<file path="config.mk">
export PLATFORM = sky130hd
export DESIGN_NAME = art_timer
export DESIGN_NICKNAME = d
export VERILOG_FILES = /design/src/art_pkg.sv /design/src/art_timer.sv
export SDC_FILE = /design/constraint.sdc
export NUM_CORES = 1
export LEC_CHECK = 0
export BUFFER_PORTS_ARGS = -buffer_cell sky130_fd_sc_hd__buf_2
export CELL_PAD_IN_SITES_DETAIL_PLACEMENT = 0
export CELL_PAD_IN_SITES_GLOBAL_PLACEMENT = 1
export CORE_ASPECT_RATIO = 0.75
export CORE_MARGIN = 8
export CORE_UTILIZATION = 42
export CTS_CLUSTER_DIAMETER = 100
export DETAILED_ROUTE_END_ITERATION = 16
export GPL_ROUTABILITY_DRIVEN = 0
export GPL_TIMING_DRIVEN = 0
export HOLD_SLACK_MARGIN = 0.12
export PLACE_DENSITY = 0.86
export SLEW_MARGIN = 40
export SYNTH_ARGS = -nofsm -noshare
export SYNTH_HDL_FRONTEND = slang
export SYNTH_SLANG_ARGS = --single-unit
</file>
<file path="constraint.sdc">
create_clock -name clock -period 3.6 [get_ports clock]
set_input_delay 0.54 -clock clock [delete_from_list [all_inputs] [get_ports clock]]
set_output_delay 0.54 -clock clock [all_outputs]
set_load 0.01 [all_outputs]
</file>
<file path="src/art_pkg.sv">
package art_pkg;

    // Counter geometry
    localparam int ART_BYTE_W = 8;
    localparam int ART_CNT_W = 16;
    localparam logic [15:0] ART_CNT_MAX = 16'hffff;
    localparam logic [7:0] ART_BYTE_MAX = 8'hff;
    localparam logic [15:0] ART_CNT_RESET = 16'h0000;

    // Clock dividers
    localparam int ART_SYS_DIV = 12;
    localparam logic [3:0] ART_SYS_DIV_LAST = 4'(ART_SYS_DIV - 1);
    localparam int ART_RTC_DIV = 8;
    localparam logic [2:0] ART_RTC_DIV_LAST = 3'(ART_RTC_DIV - 1);

    // Bit positions in the control view byte
    localparam int ART_CTL_HI_FLAG = 7;
    localparam int ART_CTL_LO_FLAG = 6;
    localparam int ART_CTL_LO_IRQ_EN = 5;
    localparam int ART_CTL_SPLIT = 3;

    // Count clock sources
    typedef enum logic [1:0] {
        ART_CLK_SYS,
        ART_CLK_SYS_DIV12,
        ART_CLK_RTC_DIV8,
        ART_CLK_CMP
    } art_clk_sel_e;

    // Software write port
    typedef struct packed {
        logic wr_low;
        logic wr_high;
        logic [7:0] data;
    } art_wr_s;

    // Whole state of the timer
    typedef struct packed {
        logic [3:0] div12_cnt;
        logic [1:0] rtc_sync;
        logic rtc_prev;
        logic [2:0] rtc_div;
        logic [1:0] cmp_sync;
        logic cmp_prev;
        logic [15:0] cnt;
        logic [15:0] cap_val;
        logic hi_flag;
        logic lo_flag;
        logic irq;
        logic [7:0] ctl_view;
    } art_state_s;

endpackage

</file>
<file path="src/art_timer.sv">
`timescale 1ns/1ns
// Function
// - Count is 16 bits in two bytes
// - Split bit selects 16-bit or dual 8-bit
// - Capture latches count on source edge
// - Count clock from four selectable sources
// - Slow sources synchronised to system clock
// - 16-bit rollover loads reload pair
// - 16-bit rollover sets high overflow flag
// - Timer interrupt enable requests on overflow
// - Low byte rollover requests when both low byte and timer interrupt enables are set
module art_timer
    import art_pkg::*;
(
    // Clock and reset
    input wire logic clock,
    input wire logic resetn,
    // Control
    input wire logic run_enable,
    input wire logic split_mode_select,
    input wire art_clk_sel_e clock_select,
    input wire logic capture_enable,
    input wire logic capture_from_comparator,
    input wire logic timer_irq_enable,
    input wire logic low_byte_irq_enable,
    input wire logic high_flag_clear,
    input wire logic low_flag_clear,
    // Software writes and reload value
    input wire art_wr_s counter_write,
    input wire logic [7:0] reload_low_byte,
    input wire logic [7:0] reload_high_byte,
    // Slow sources
    input wire logic rtc_clock_in,
    input wire logic comparator_in,
    // Status
    output logic [7:0] counter_low_byte,
    output logic [7:0] counter_high_byte,
    output logic [15:0] capture_value,
    output logic high_overflow_flag,
    output logic low_overflow_flag,
    output logic [7:0] timer_control_register,
    output logic irq
);

    art_state_s st_r;
    art_state_s st_nxt;
    logic div12_pulse;
    logic rtc8_pulse;
    logic cmp_pulse;
    logic tick;
    logic lo_roll;
    logic hi_roll;
    logic cap_event;

    ////////////////////////////////////////////////////////////////////////////
    // Next state
    always_comb begin
        st_nxt = st_r;
        // Dividers and synchronisers
        div12_pulse = (st_r.div12_cnt == ART_SYS_DIV_LAST);
        st_nxt.div12_cnt = div12_pulse ? 4'h0 : st_r.div12_cnt + 4'h1;
        st_nxt.rtc_sync = {st_r.rtc_sync[0], rtc_clock_in};
        st_nxt.rtc_prev = st_r.rtc_sync[1];
        st_nxt.cmp_sync = {st_r.cmp_sync[0], comparator_in};
        st_nxt.cmp_prev = st_r.cmp_sync[1];
        rtc8_pulse = 1'b0;
        if (st_r.rtc_sync[1] && !st_r.rtc_prev) begin
            st_nxt.rtc_div = st_r.rtc_div + 3'h1;
            rtc8_pulse = (st_r.rtc_div == ART_RTC_DIV_LAST);
        end
        cmp_pulse = st_r.cmp_sync[1] && !st_r.cmp_prev;
        // Source selection
        case (clock_select)
            ART_CLK_SYS: tick = 1'b1;
            ART_CLK_SYS_DIV12: tick = div12_pulse;
            ART_CLK_RTC_DIV8: tick = rtc8_pulse;
            ART_CLK_CMP: tick = cmp_pulse;
            default: tick = 1'b0;
        endcase
        tick = tick && run_enable;
        // Counting
        lo_roll = tick && (st_r.cnt[7:0] == ART_BYTE_MAX);
        hi_roll = tick && (split_mode_select ? (st_r.cnt[15:8] == ART_BYTE_MAX)
                                             : (st_r.cnt == ART_CNT_MAX));
        if (tick) begin
            if (split_mode_select) begin
                st_nxt.cnt[7:0] = lo_roll ? reload_low_byte : st_r.cnt[7:0] + 8'h01;
                st_nxt.cnt[15:8] = hi_roll ? reload_high_byte
                                           : st_r.cnt[15:8] + 8'h01;
            end else if (hi_roll) begin
                st_nxt.cnt = {reload_high_byte, reload_low_byte};
            end else begin
                st_nxt.cnt = st_r.cnt + 16'h0001;
            end
        end
        // Software writes win over the count
        if (counter_write.wr_low) begin
            st_nxt.cnt[7:0] = counter_write.data;
        end
        if (counter_write.wr_high) begin
            st_nxt.cnt[15:8] = counter_write.data;
        end
        // Capture
        cap_event = capture_enable && (capture_from_comparator ? cmp_pulse : rtc8_pulse);
        if (cap_event) begin
            st_nxt.cap_val = st_r.cnt;
        end
        // Flags, set wins over clear
        st_nxt.hi_flag = hi_roll || cap_event || (st_r.hi_flag && !high_flag_clear);
        st_nxt.lo_flag = lo_roll || (st_r.lo_flag && !low_flag_clear);
        st_nxt.irq = timer_irq_enable
                     && (st_r.hi_flag || (low_byte_irq_enable && st_r.lo_flag));
        st_nxt.ctl_view = 8'h00;
        st_nxt.ctl_view[ART_CTL_HI_FLAG] = st_nxt.hi_flag;
        st_nxt.ctl_view[ART_CTL_LO_FLAG] = st_nxt.lo_flag;
        st_nxt.ctl_view[ART_CTL_LO_IRQ_EN] = low_byte_irq_enable;
        st_nxt.ctl_view[ART_CTL_SPLIT] = split_mode_select;
    end

    ////////////////////////////////////////////////////////////////////////////
    // State register
    always_ff @(posedge clock or negedge resetn) begin
        if (!resetn) begin
            st_r <= '0;
        end else begin
            st_r <= st_nxt;
        end
    end

    assign counter_low_byte = st_r.cnt[7:0];
    assign counter_high_byte = st_r.cnt[15:8];
    assign capture_value = st_r.cap_val;
    assign high_overflow_flag = st_r.hi_flag;
    assign low_overflow_flag = st_r.lo_flag;
    assign timer_control_register = st_r.ctl_view;
    assign irq = st_r.irq;

    logic no_wr;
    assign no_wr = !counter_write.wr_low && !counter_write.wr_high;
endmodule

</file>
# Yosys cells after proc, flatten, opt, wreduce, memory -nomap -nowiden
# Cells that the tools add are included.
[op_classes]
n_addsub = 5
n_eq_ne = 8
n_mux = 12
reduce_logical = 21
[ops]
columns = ["op", "count"]
rows = [
  ["16-bit 2-to-1 mux", 3],
  ["8-bit 2-to-1 mux", 4],
  ["16-bit by 1-bit adder with 16-bit output (second input constant)", 1],
  ["8-bit by 1-bit adder with 8-bit output (second input constant)", 2],
  ["16-bit equality test (second input constant)", 1],
  ["8-bit equality test (second input constant)", 2],
  ["1-bit logical AND", 10],
  ["4-bit by 1-bit adder with 4-bit output (second input constant)", 1],
  ["2-bit equality test (second input constant)", 2],
  ["4-bit equality test (second input constant)", 1],
  ["1-bit zero test", 4],
  ["1-bit logical OR", 4],
  ["4-bit 2-to-1 mux", 1],
  ["1-bit case mux with 4 select lines", 1],
  ["2-bit nonzero test", 2],
  ["3-bit by 1-bit adder with 3-bit output (second input constant)", 1],
  ["3-bit equality test (second input constant)", 1],
  ["1-bit 2-to-1 mux", 3],
  ["2-bit by 1-bit equality test with 1-bit output (second input constant)", 1],
  ["2-bit zero test", 1],
]
[word_totals]
reg_bits = 52
wordCells = 59

# Longest topological paths before layout
# Gate-level depths: netlist of run 1.
[depth]
word_depth = 10
depth_mapped = 8
depth_no_buf = 7

# Least setup slack after synthesis of run 1
# No wires, ideal clock.
[synth_path]
path_kind = "register to register"
start = "register st_r[46] (netlist name)"
end = "register st_r (netlist bit counter_high_byte[7])"
setup_ps = 137
arrival_ps = 1799
required_time_ps = 3463
path_slack_ps = 1664
path_stages_with_launch = 9
path_buffers = 1
path_cell_list = "dfrtp_1 > ha_1 > ha_1 > inv_1 > o311a_4 > or2_4 > buf_6 > a221oi_1 > a32oi_1"
[synth_between]
elab_chain_cells = 9
elab_cells_between_ends = 11
cone_classes = "eq/ne: 1; mux: 7; reduce/logical: 3"
[synth_rtl]
columns = ["element", "line_no", "rtl"]
rows = [
  ["start, declared", "art_timer.sv:45", "art_state_s st_r;"],
  ["start signal, assigned", "art_timer.sv:126", "st_r <= st_nxt;"],
  ["3-bit equality test (*)", "art_timer.sv:69", "rtc8_pulse = (st_r.rtc_div == ART_RTC_DIV_LAST);"],
  ["1-bit 2-to-1 mux (*)", "art_timer.sv:67", "if (st_r.rtc_sync[1] && !st_r.rtc_prev) begin"],
  ["1-bit case mux with 4 select lines (*)", "art_timer.sv:73", "case (clock_select)"],
  ["1-bit logical AND (*)", "art_timer.sv:80", "tick = tick && run_enable;"],
  ["1-bit logical AND", "art_timer.sv:83", "hi_roll = tick && (split_mode_select ? (st_r.cnt[15:8] == ART_BYTE_MAX)"],
  ["16-bit 2-to-1 mux / 8-bit 2-to-1 mux (equally long branches)", "art_timer.sv:90, art_timer.sv:88", ""],
  ["16-bit 2-to-1 mux", "art_timer.sv:86", "if (split_mode_select) begin"],
  ["16-bit 2-to-1 mux", "art_timer.sv:85", "if (tick) begin"],
  ["8-bit 2-to-1 mux", "art_timer.sv:100", "if (counter_write.wr_high) begin"],
]
# Every way passes the cells marked *; elsewhere a longest branch is shown, timed or not. The select of a mux whose other input is x is not followed.
# A chain may end at the register's enable or synchronous reset.

# Worst setup path after layout of run 1
[layout_path]
start = "register st_r (netlist bit counter_high_byte[1])"
end = "register st_r (netlist bit counter_low_byte[3])"
[layout_between]
elab_chain_cells = 7
elab_cells_between_ends = 8
cone_classes = "eq/ne: 2; mux: 5; reduce/logical: 1"
[layout_rtl]
columns = ["element", "line_no", "rtl"]
rows = [
  ["16-bit equality test / 8-bit equality test (equally long branches)", "art_timer.sv:84, art_timer.sv:83", ""],
  ["1-bit 2-to-1 mux (*)", "art_timer.sv:83", ""],
  ["1-bit logical AND (*)", "art_timer.sv:83", ""],
  ["16-bit 2-to-1 mux (*)", "art_timer.sv:90", "end else if (hi_roll) begin"],
  ["16-bit 2-to-1 mux (*)", "art_timer.sv:86", ""],
  ["16-bit 2-to-1 mux (*)", "art_timer.sv:85", ""],
  ["8-bit 2-to-1 mux (*)", "art_timer.sv:97", "if (counter_write.wr_low) begin"],
]
# Marks and branches as above.

==> metrics.md, run 1 <==
| Metric | Value |
|---|---|
| Status | `finished, final reports clean` |
| CTS sink count | `50` |
| Core ar. | `6380 um^2` |
| Total track usage | `between 10 and 15%` |
| Post-synthesis simple-gate area fraction | `between 10% and 20%` |
| WP data required | `roughly 3800 ps` |
| Setup bufs post-CTS | `0` |
| Synthesized area | `between 2000 and 3000 um^2` |
| DR vias/cell | `5.17` |
| Routed Antenna Nets | `0` |
| RSZ-0062 raised after global routing | `no` |
| Clock Root Buffer | `clkbuf_8` |
| Switching Power | `around 490 uW` |
| Fillers | `just over 600` |
| RR Startpoint | `counter_high_byte[1]` |
| M1 wire length | `3.34 mm` |
| Number of max-cap violations | `0` |
| CTS HTree Levels | `2` |
| Sequential share of power | `between 40% and 50%` |
| Chip width | `roughly 110 um` |
| Final setup fails | `0` |
| Combinational Power Share | `30.9%` |
| Met3 routed WL | `approximately 630 um` |
| Top FF cell, synth | `dfrtp_1` |
| Num CTS Buffers | `5` |
| Max_slew headroom | `55.6%` |
| Area leader, netlist | `dfrtp_1` |
| DRT iter0 DRCs | `110` |
| Post-synthesis sequential area ratio | `roughly 45%` |
| Yosys warnings | `0` |
| Min-Delay Path Class | `primary input to asynchronous set/reset pin` |
| Die ar. | `roughly 9600 um^2` |
| Post-Synth Adder-Cell Area | `2.23%` |
| Max Buffers Root-to-Sink | `2` |
| Mean Syn Cell Area | `10.1 um^2` |
| Worst R2R End | `counter_low_byte[3]` |
| Final Max Tran Viols | `0` |
| Vias in the first global route | `2,201` |
| Critical Path Start | `counter_high_byte[1]` |
| Residual DRC count | `0` |
| Switching share of power | `between 30% and 40%` |
| Port bufs | `77` |
| Worst Reg-to-Reg Cells | `6` |
| # nets final | `~400` |
| Worst-path clk slew | `roughly 100 ps` |
| Leakage | `0.00164 uW` |
| Setup slack, reg-to-reg | `~1300 ps` |
| Synth top cells by count | `50 x dfrtp_1, 40 x buf_4, 25 x nand2_1` |
| Library cells used by synthesis | `56` |
| Final worst slack | `between 1000 and 1500 ps` |
| HPWL after DPL | `around 5.5 mm` |
| Hold Buf Count CTS | `0` |
| Crit-path max FO | `8` |
| Max IR drop VDD | `roughly 0.18 mV` |
| First-pass GRT wire length | `approximately 11 mm` |
| Clock network power share | `around 22%` |
| Detailed-route via count | `2,308` |
| Die height | `about 87 um` |
| Final min period | `2310 ps` |
| Pre-Repair DR Iteration Count | `4` |
| Setup TNS | `0 ps` |
| Largest family of logic cells by synthesized area | `simple AND/OR/NAND/NOR gates` |
| CTS tree | `done` |
| Diodes inserted | `0` |
| Overall routed net length | `around 7.0 mm` |
| Fin util | `between 50 and 60%` |
| Global route total overflow | `0` |
| Critical Path Sink | `counter_low_byte[3]` |
| Row Count | `25` |
| P per Cell Area | `~470 nW/um^2` |
| Synth Instances | `277` |
| Fin crit share | `between 60% and 70%` |
| Critical path class | `flip-flop to flip-flop` |
| Synth Area in Compound Gates | `roughly 14%` |
| Top-area cell type share of the netlist area | `between 40 and 50%` |
| Routed len/inst | `approximately 16 um` |
| Initial Util | `between 40% and 50%` |
| Critical Path Source Type | `flip-flop` |
| CP Capture Type | `flip-flop` |
| Final Hold Viols | `0` |
| Worst clock skew | `roughly 8 ps` |
| Int Pwr | `between 1000 and 1500 uW` |
| Top post-synthesis cells by area | `dfrtp_1 45%, buf_4 11%, mux2_2 6.4%, nand2_1 3.3%, o21ai_0 2.9%` |
| Asr flop ratio synth | `100%` |
| Pre-CTS WS | `1330 ps` |
| Worst-margin pin slew | `about 660 ps` |
| Antenna violations before repair | `0` |
| EDFF count, synth | `0` |
| Most frequent cell after synthesis | `dfrtp_1` |
| Met2 routed WL | `roughly 3.0 mm` |
| Xor-xnor portion of the synthesized cell area | `less than 1%` |
| Latest clock arrival within the worst-skew pair | `just over 300 ps` |
| FF+latch count, synth | `50` |
| # IOs | `just over 80` |
| Layout cells sized above 1 | `a little over two fifths` |
| CTS resizes | `0` |
| DR top layer | `met4` |
| Area Growth Syn to Fin | `21.4%` |
| Highest clock rate | `~430 MHz` |
| Post-synthesis mux area share | `~7.9%` |
| Pin count of the biggest net entering global routing | `51` |
| Arrival time at the worst endpoint | `~2500 ps` |
==> layout make-up <==
| type | count | area, um^2 | share of cell area (%) |
|---|---|---|---|
| Clock inverter | 2 | 16.3 | 0.478 |
| Sequential cell | 50 | 1250 | 36.8 |
| Clock buffer | 6 | 82.6 | 2.43 |
| Timing Repair Buffer | 77 | 388 | 11.4 |
| Tap cell | 81 | 101 | 2.98 |
| Multi-Input combinational cell | 172 | 1190 | 34.9 |
| Buffer | 47 | 337 | 9.89 |
| Inverter | 11 | 41.3 | 1.21 |
==> stage by stage <==
stage,total power (uW),area [um^2],hold slack (ps),std cells
floorplan,1070,2820,244,280
global placement,1240,3300,335,438
detailed placement,1250,3310,337,438
CTS,1620,3400,258,446
global route,1690,3400,286,446
finish,1590,3400,234,446
==> power by group through the flow <==
stage	logic (uW)	clock network [uW]	registers (uW)
4_1_cts	502	369	745
2_1_floorplan	340	0	732
3_5_place_dp	497	0	756
3_3_place_gp	489	0	749
6_report	493	357	745
5_1_grt	544	386	763
==> routing by layer <==
metal  vias to the layer above  track usage, %
met4                         0            4.10
met1                      1080            21.0
met2                        99            21.2
li1                       1125               -
met5                         -               0
met3                         4            4.15
==> cell usage in the layout (no fill, tap or decap), drive strengths merged, types with 5 or more instances in the layout <==
cell type	n
clkbuf	9
buf	121
o21ai	17
nor4	5
a31oi	5
nand2b	5
nand2	25
a21oi	8
inv	12
o31ai	6
ha	5
nor2	8
and3	6
mux2	16
nand3	10
dfrtp	50
nor3	5
==> flip-flops by register name, summed over array words and instances (netlist names) <==
name and flops:
capture_value 16, st_r 9, counter_high_byte 8, counter_low_byte 8, st_nxt 4, timer_control_register 4
irq 1
==> worst min-delay path by stage <==
stage | start | end | slack (ps) | cells after the start
finish | resetn | st_nxt[51] | 230 | 1
global route | resetn | st_nxt[51] | 290 | 1
CTS | resetn | st_nxt[51] | 260 | 1
detailed placement | st_nxt[45] | st_nxt[43] | 340 | 0
global placement | st_nxt[45] | st_nxt[43] | 340 | 0
floorplan | resetn | capture_value[0] | 240 | 0
==> critical path, stage by stage, from the launching register on <==
cell	delay (ps)
dfrtp_1	490
ha_1	280
nand4_1	130
o21bai_1	560
and2_1	340
a21oi_1	110
o311ai_0	280
==> cell families after synthesis <==
kind of cell,count (synthesis)
AO/OA/AOI/OAI,57
XOR/XNOR,3
adder cells (fa/ha/maj),5
buffers and inverters,58
flip-flops,50
multiplexers,20
other,1
AND/OR/NAND/NOR,83
Power figures use the tool's default switching activity.
==> run 2, diff against run 1 <==
- ABC_AREA: unset -> 1
- CORE_UTILIZATION: 42 -> 35
- PLACE_DENSITY: 0.86 -> 0.78
- clock period: 3.6 -> 2.1 ns (I/O delays scaled with it)
==> metrics.md, run 2 <==
| Metric | Value |
|---|---|
| Pre-CTS WS | `276 ps (-1060 ps)` |
| Chip width | `125 um (+13%)` |
| Latest clock arrival within the worst-skew pair | `290 ps (-20 ps)` |
| Number of max-cap violations | `0 (unchanged)` |
| Fin util | `44.6% (-8.7 points)` |
| CP Capture Type | `flip-flop` |
| CTS HTree Levels | `2 (unchanged)` |
| Total Power | `3060 uW (+92%)` |
| First-pass GRT wire length | `13.8 mm (+25%)` |
| Synth Instances | `387 (+40%)` |
| Library cells used by synthesis | `34 (-39%)` |
| Die height | `97.6 um (+12%)` |
| Mean Syn Cell Area | `8.03 um^2 (-21%)` |
| Worst R2R End | `counter_low_byte[2]` |
| Initial Util | `36.4% (-7.5 points)` |
| Clock Root Buffer | `clkbuf_16` |
| Asr flop ratio synth | `100% (unchanged)` |
| Pin count of the biggest net entering global routing | `51 (unchanged)` |
| Post-synthesis mux area share | `2.17% (-5.7 points)` |
| Crit-path max FO | `10 (+2)` |
| Worst clock skew | `9.88 ps (+2.03 ps)` |
| # nets final | `520 (+27%)` |
| Critical Path Start | `st_r[46]` |
| Worst Reg-to-Reg Cells | `11 (+5)` |
| RR Startpoint | `st_r[46]` |
| Register area | `1250 um^2 (unchanged)` |
| Routed Antenna Nets | `0 (unchanged)` |
| Area leader, netlist | `dfrtp_1` |
| Residual DRC count | `0 (unchanged)` |
| Diodes inserted | `0 (unchanged)` |
| Min-Delay Path Class | `primary input to flip-flop` |
| Total track usage | `13.8% (-0.97 points)` |
| Xor-xnor portion of the synthesized cell area | `3.38% (+2.4 points)` |
| EDFF count, synth | `0 (unchanged)` |
| Final Max Tran Viols | `0 (unchanged)` |
| Critical Path Sink | `counter_low_byte[2]` |
| Synthesized area | `3110 um^2 (+11%)` |
| Most frequent cell after synthesis | `nand2_1` |
| Max Buffers Root-to-Sink | `2 (unchanged)` |
| Post-Layout Cell Count | `584 (+31%)` |
| Final Hold Viols | `0 (unchanged)` |
| Setup slack, reg-to-reg | `250 ps (-1030 ps)` |
| DRT iter0 DRCs | `180 (+64%)` |
| Highest clock rate | `542 MHz (+25%)` |
| Top post-synthesis cells by area | `dfrtp_1 40%, nand2_1 12%, buf_4 9.9%, inv_1 4.2%, nor2_1 4.2%` |
| Die ar. | `12,200 um^2 (+27%)` |
| Layout cells sized above 1 | `34.0% (-8.7 points)` |
| Fin crit share | `87.9% (+24 points)` |
| Final worst slack | `254 ps (-1030 ps)` |
| Yosys warnings | `0 (unchanged)` |
| Most common cell after layout, fill and taps aside | `nand2_1` |
| FF+latch count, synth | `50 (unchanged)` |
| Final setup fails | `0 (unchanged)` |
| Overall routed net length | `8.51 mm (+21%)` |
| # IOs | `83 (unchanged)` |
| Post-synthesis simple-gate area fraction | `29.4% (+13 points)` |
| Post-synthesis sequential area ratio | `40.3% (-4.3 points)` |
| Fillers | `882 (+43%)` |
| CTS tree | `done` |
| Critical path class | `flip-flop to flip-flop` |
| Area Growth Syn to Fin | `22.5%` |
| Detailed-route via count | `2,691 (+17%)` |
| Worst-margin pin slew | `654 ps (-10.3 ps)` |
| RSZ-0062 raised after global routing | `no` |
| CTS sink count | `50 (unchanged)` |
| Setup TNS | `0 ps (unchanged)` |
| Post-Synth Adder-Cell Area | `2.01% (-0.22 points)` |
| Multi-input logic area | `1380 um^2 (+16%)` |
| Most frequent cells in the layout | `97 x nand2_1, 80 x buf_2, 50 x dfrtp_1` |
| Max IR drop VDD | `0.419 mV (+130%)` |
| P per Cell Area | `803 nW/um^2 (+71%)` |
| Synth top cells by count | `97 x nand2_1, 50 x dfrtp_1, 41 x buf_4` |
| Critical Path Source Type | `flip-flop` |
| Synth Area in Compound Gates | `6.89% (-7.6 points)` |
| HPWL after DPL | `6.63 mm (+20%)` |
| Global route total overflow | `0 (unchanged)` |
| Worst-path clk slew | `80 ps (-20 ps)` |
| Port bufs | `77 (unchanged)` |
| Top-area cell type share of the netlist area | `40.3% (-4.3 points)` |
| Placed insts | `575 (+31%)` |
| Vias in the first global route | `2,682 (+22%)` |
| Number of flip-flops in the largest register | `16 (unchanged)` |
| Largest family of logic cells by synthesized area | `simple AND/OR/NAND/NOR gates` |
| Arrival time at the worst endpoint | `2040 ps (-460 ps)` |
| Routed len/inst | `14.6 um (-7.7%)` |
| Pre-Repair DR Iteration Count | `4 (unchanged)` |
| WP data required | `2290 ps (-1500 ps)` |
| Core ar. | `8530 um^2 (+34%)` |
| Row Count | `29 (+16%)` |
| DR vias/cell | `4.61 (-11%)` |
| Leakage | `0.00207 uW (+26%)` |
| Final min period | `1850 ps (-465 ps)` |
| Setup bufs post-CTS | `0 (unchanged)` |
| Top FF cell, synth | `dfrtp_1` |
| Num CTS Buffers | `5 (unchanged)` |
| Status | `finished, final reports clean` |
| Antenna violations before repair | `0 (unchanged)` |
| Max_slew headroom | `56.4% (+0.78 points)` |
[run 2: changes by cell type in the layout (fill, tap and decap cells not counted), moves of 6 or more]
cell | before | now
nand2_1 | 25 | 97
nand3_1 | 9 | 26
o31ai_1 | 6 | 0
clkbuf_8 | 6 | 0
mux2_2 | 16 | 6
xor2_1 | 1 | 10
nand4_1 | 2 | 11
nor2_1 | 7 | 35
inv_1 | 11 | 35
[run 2: layout make-up]
| type | instances | share of cell area (%) |
|---|---|---|
| clock buffer | 5 | 3.29 |
| sequential | 50 | 32.9 |
| clock inverter | 3 | 0.756 |
| timing repair buffer | 78 | 10.5 |
| tap | 108 | 3.55 |
| multi-input combinational | 254 | 36.2 |
| inverter | 39 | 3.85 |
| buffer | 47 | 9.01 |
[run 2: critical path, cell delays in order, from the launching register on]
cell and delay, ps:
dfrtp_1 400, ha_1 210, ha_1 180, nand3_1 100, nand2_1 70, nand2_2 90
nor2_4 60, nor2_2 240, buf_4 240, nor2_1 60, nand2_1 60, nand2_1 50
[run 2: metal layers]
metal	share of wire (%)	GRT usage, %
met3	7.1	4.20
met2	41	19.7
met4	0.49	2.77
met1	51	19.8
met5	0	0
[run 2: power by group]
group,leakage [uW],internal (uW),switching (uW)
sequential,0.000613,1130,138
combinational,0.00139,463,473
clock,0.0000759,455,400
[run 2: worst min-delay path by stage]
stage,endpoint,slack (ps),depth (start not counted),startpoint
3_3_place_gp,st_nxt[43],330,0,st_nxt[45]
6_report,st_nxt[51],140,1,rtc_clock_in
3_5_place_dp,st_nxt[43],330,0,st_nxt[45]
2_1_floorplan,capture_value[0],20,0,resetn
5_1_grt,st_nxt[51],120,1,rtc_clock_in
4_1_cts,st_nxt[51],130,1,rtc_clock_in
[run 2: kinds of logic (layout without fill, tap and decap cells)]
group	after synthesis	count (layout)
DFF	50	50
xor gates and xnor gates	12	12
adders and majority gates	5	5
and+or+nand+nor	190	190
muxes	6	6
buffers and inverters	86	172
other	1	4
AOI/OAI and AO/OA	37	37
[run 2: metrics by stage]
| stage | hold WS, ps | instance area [um^2] |
|---|---|---|
| floorplan | 19.4 | 3120 |
| global placement | 334 | 3640 |
| detailed placement | 335 | 3640 |
| CTS | 133 | 3800 |
| global route | 123 | 3800 |
| finish | 135 | 3800 |
[run 2: what timing repair did]
| item | CTS | global route |
|---|---|---|
| endpoints found under the setup margin | 0 | 0 |
| endpoints found under the hold margin | 50 | 0 |
| hold buffers | 1 | 0 |
| resized for setup | 0 | 0 |
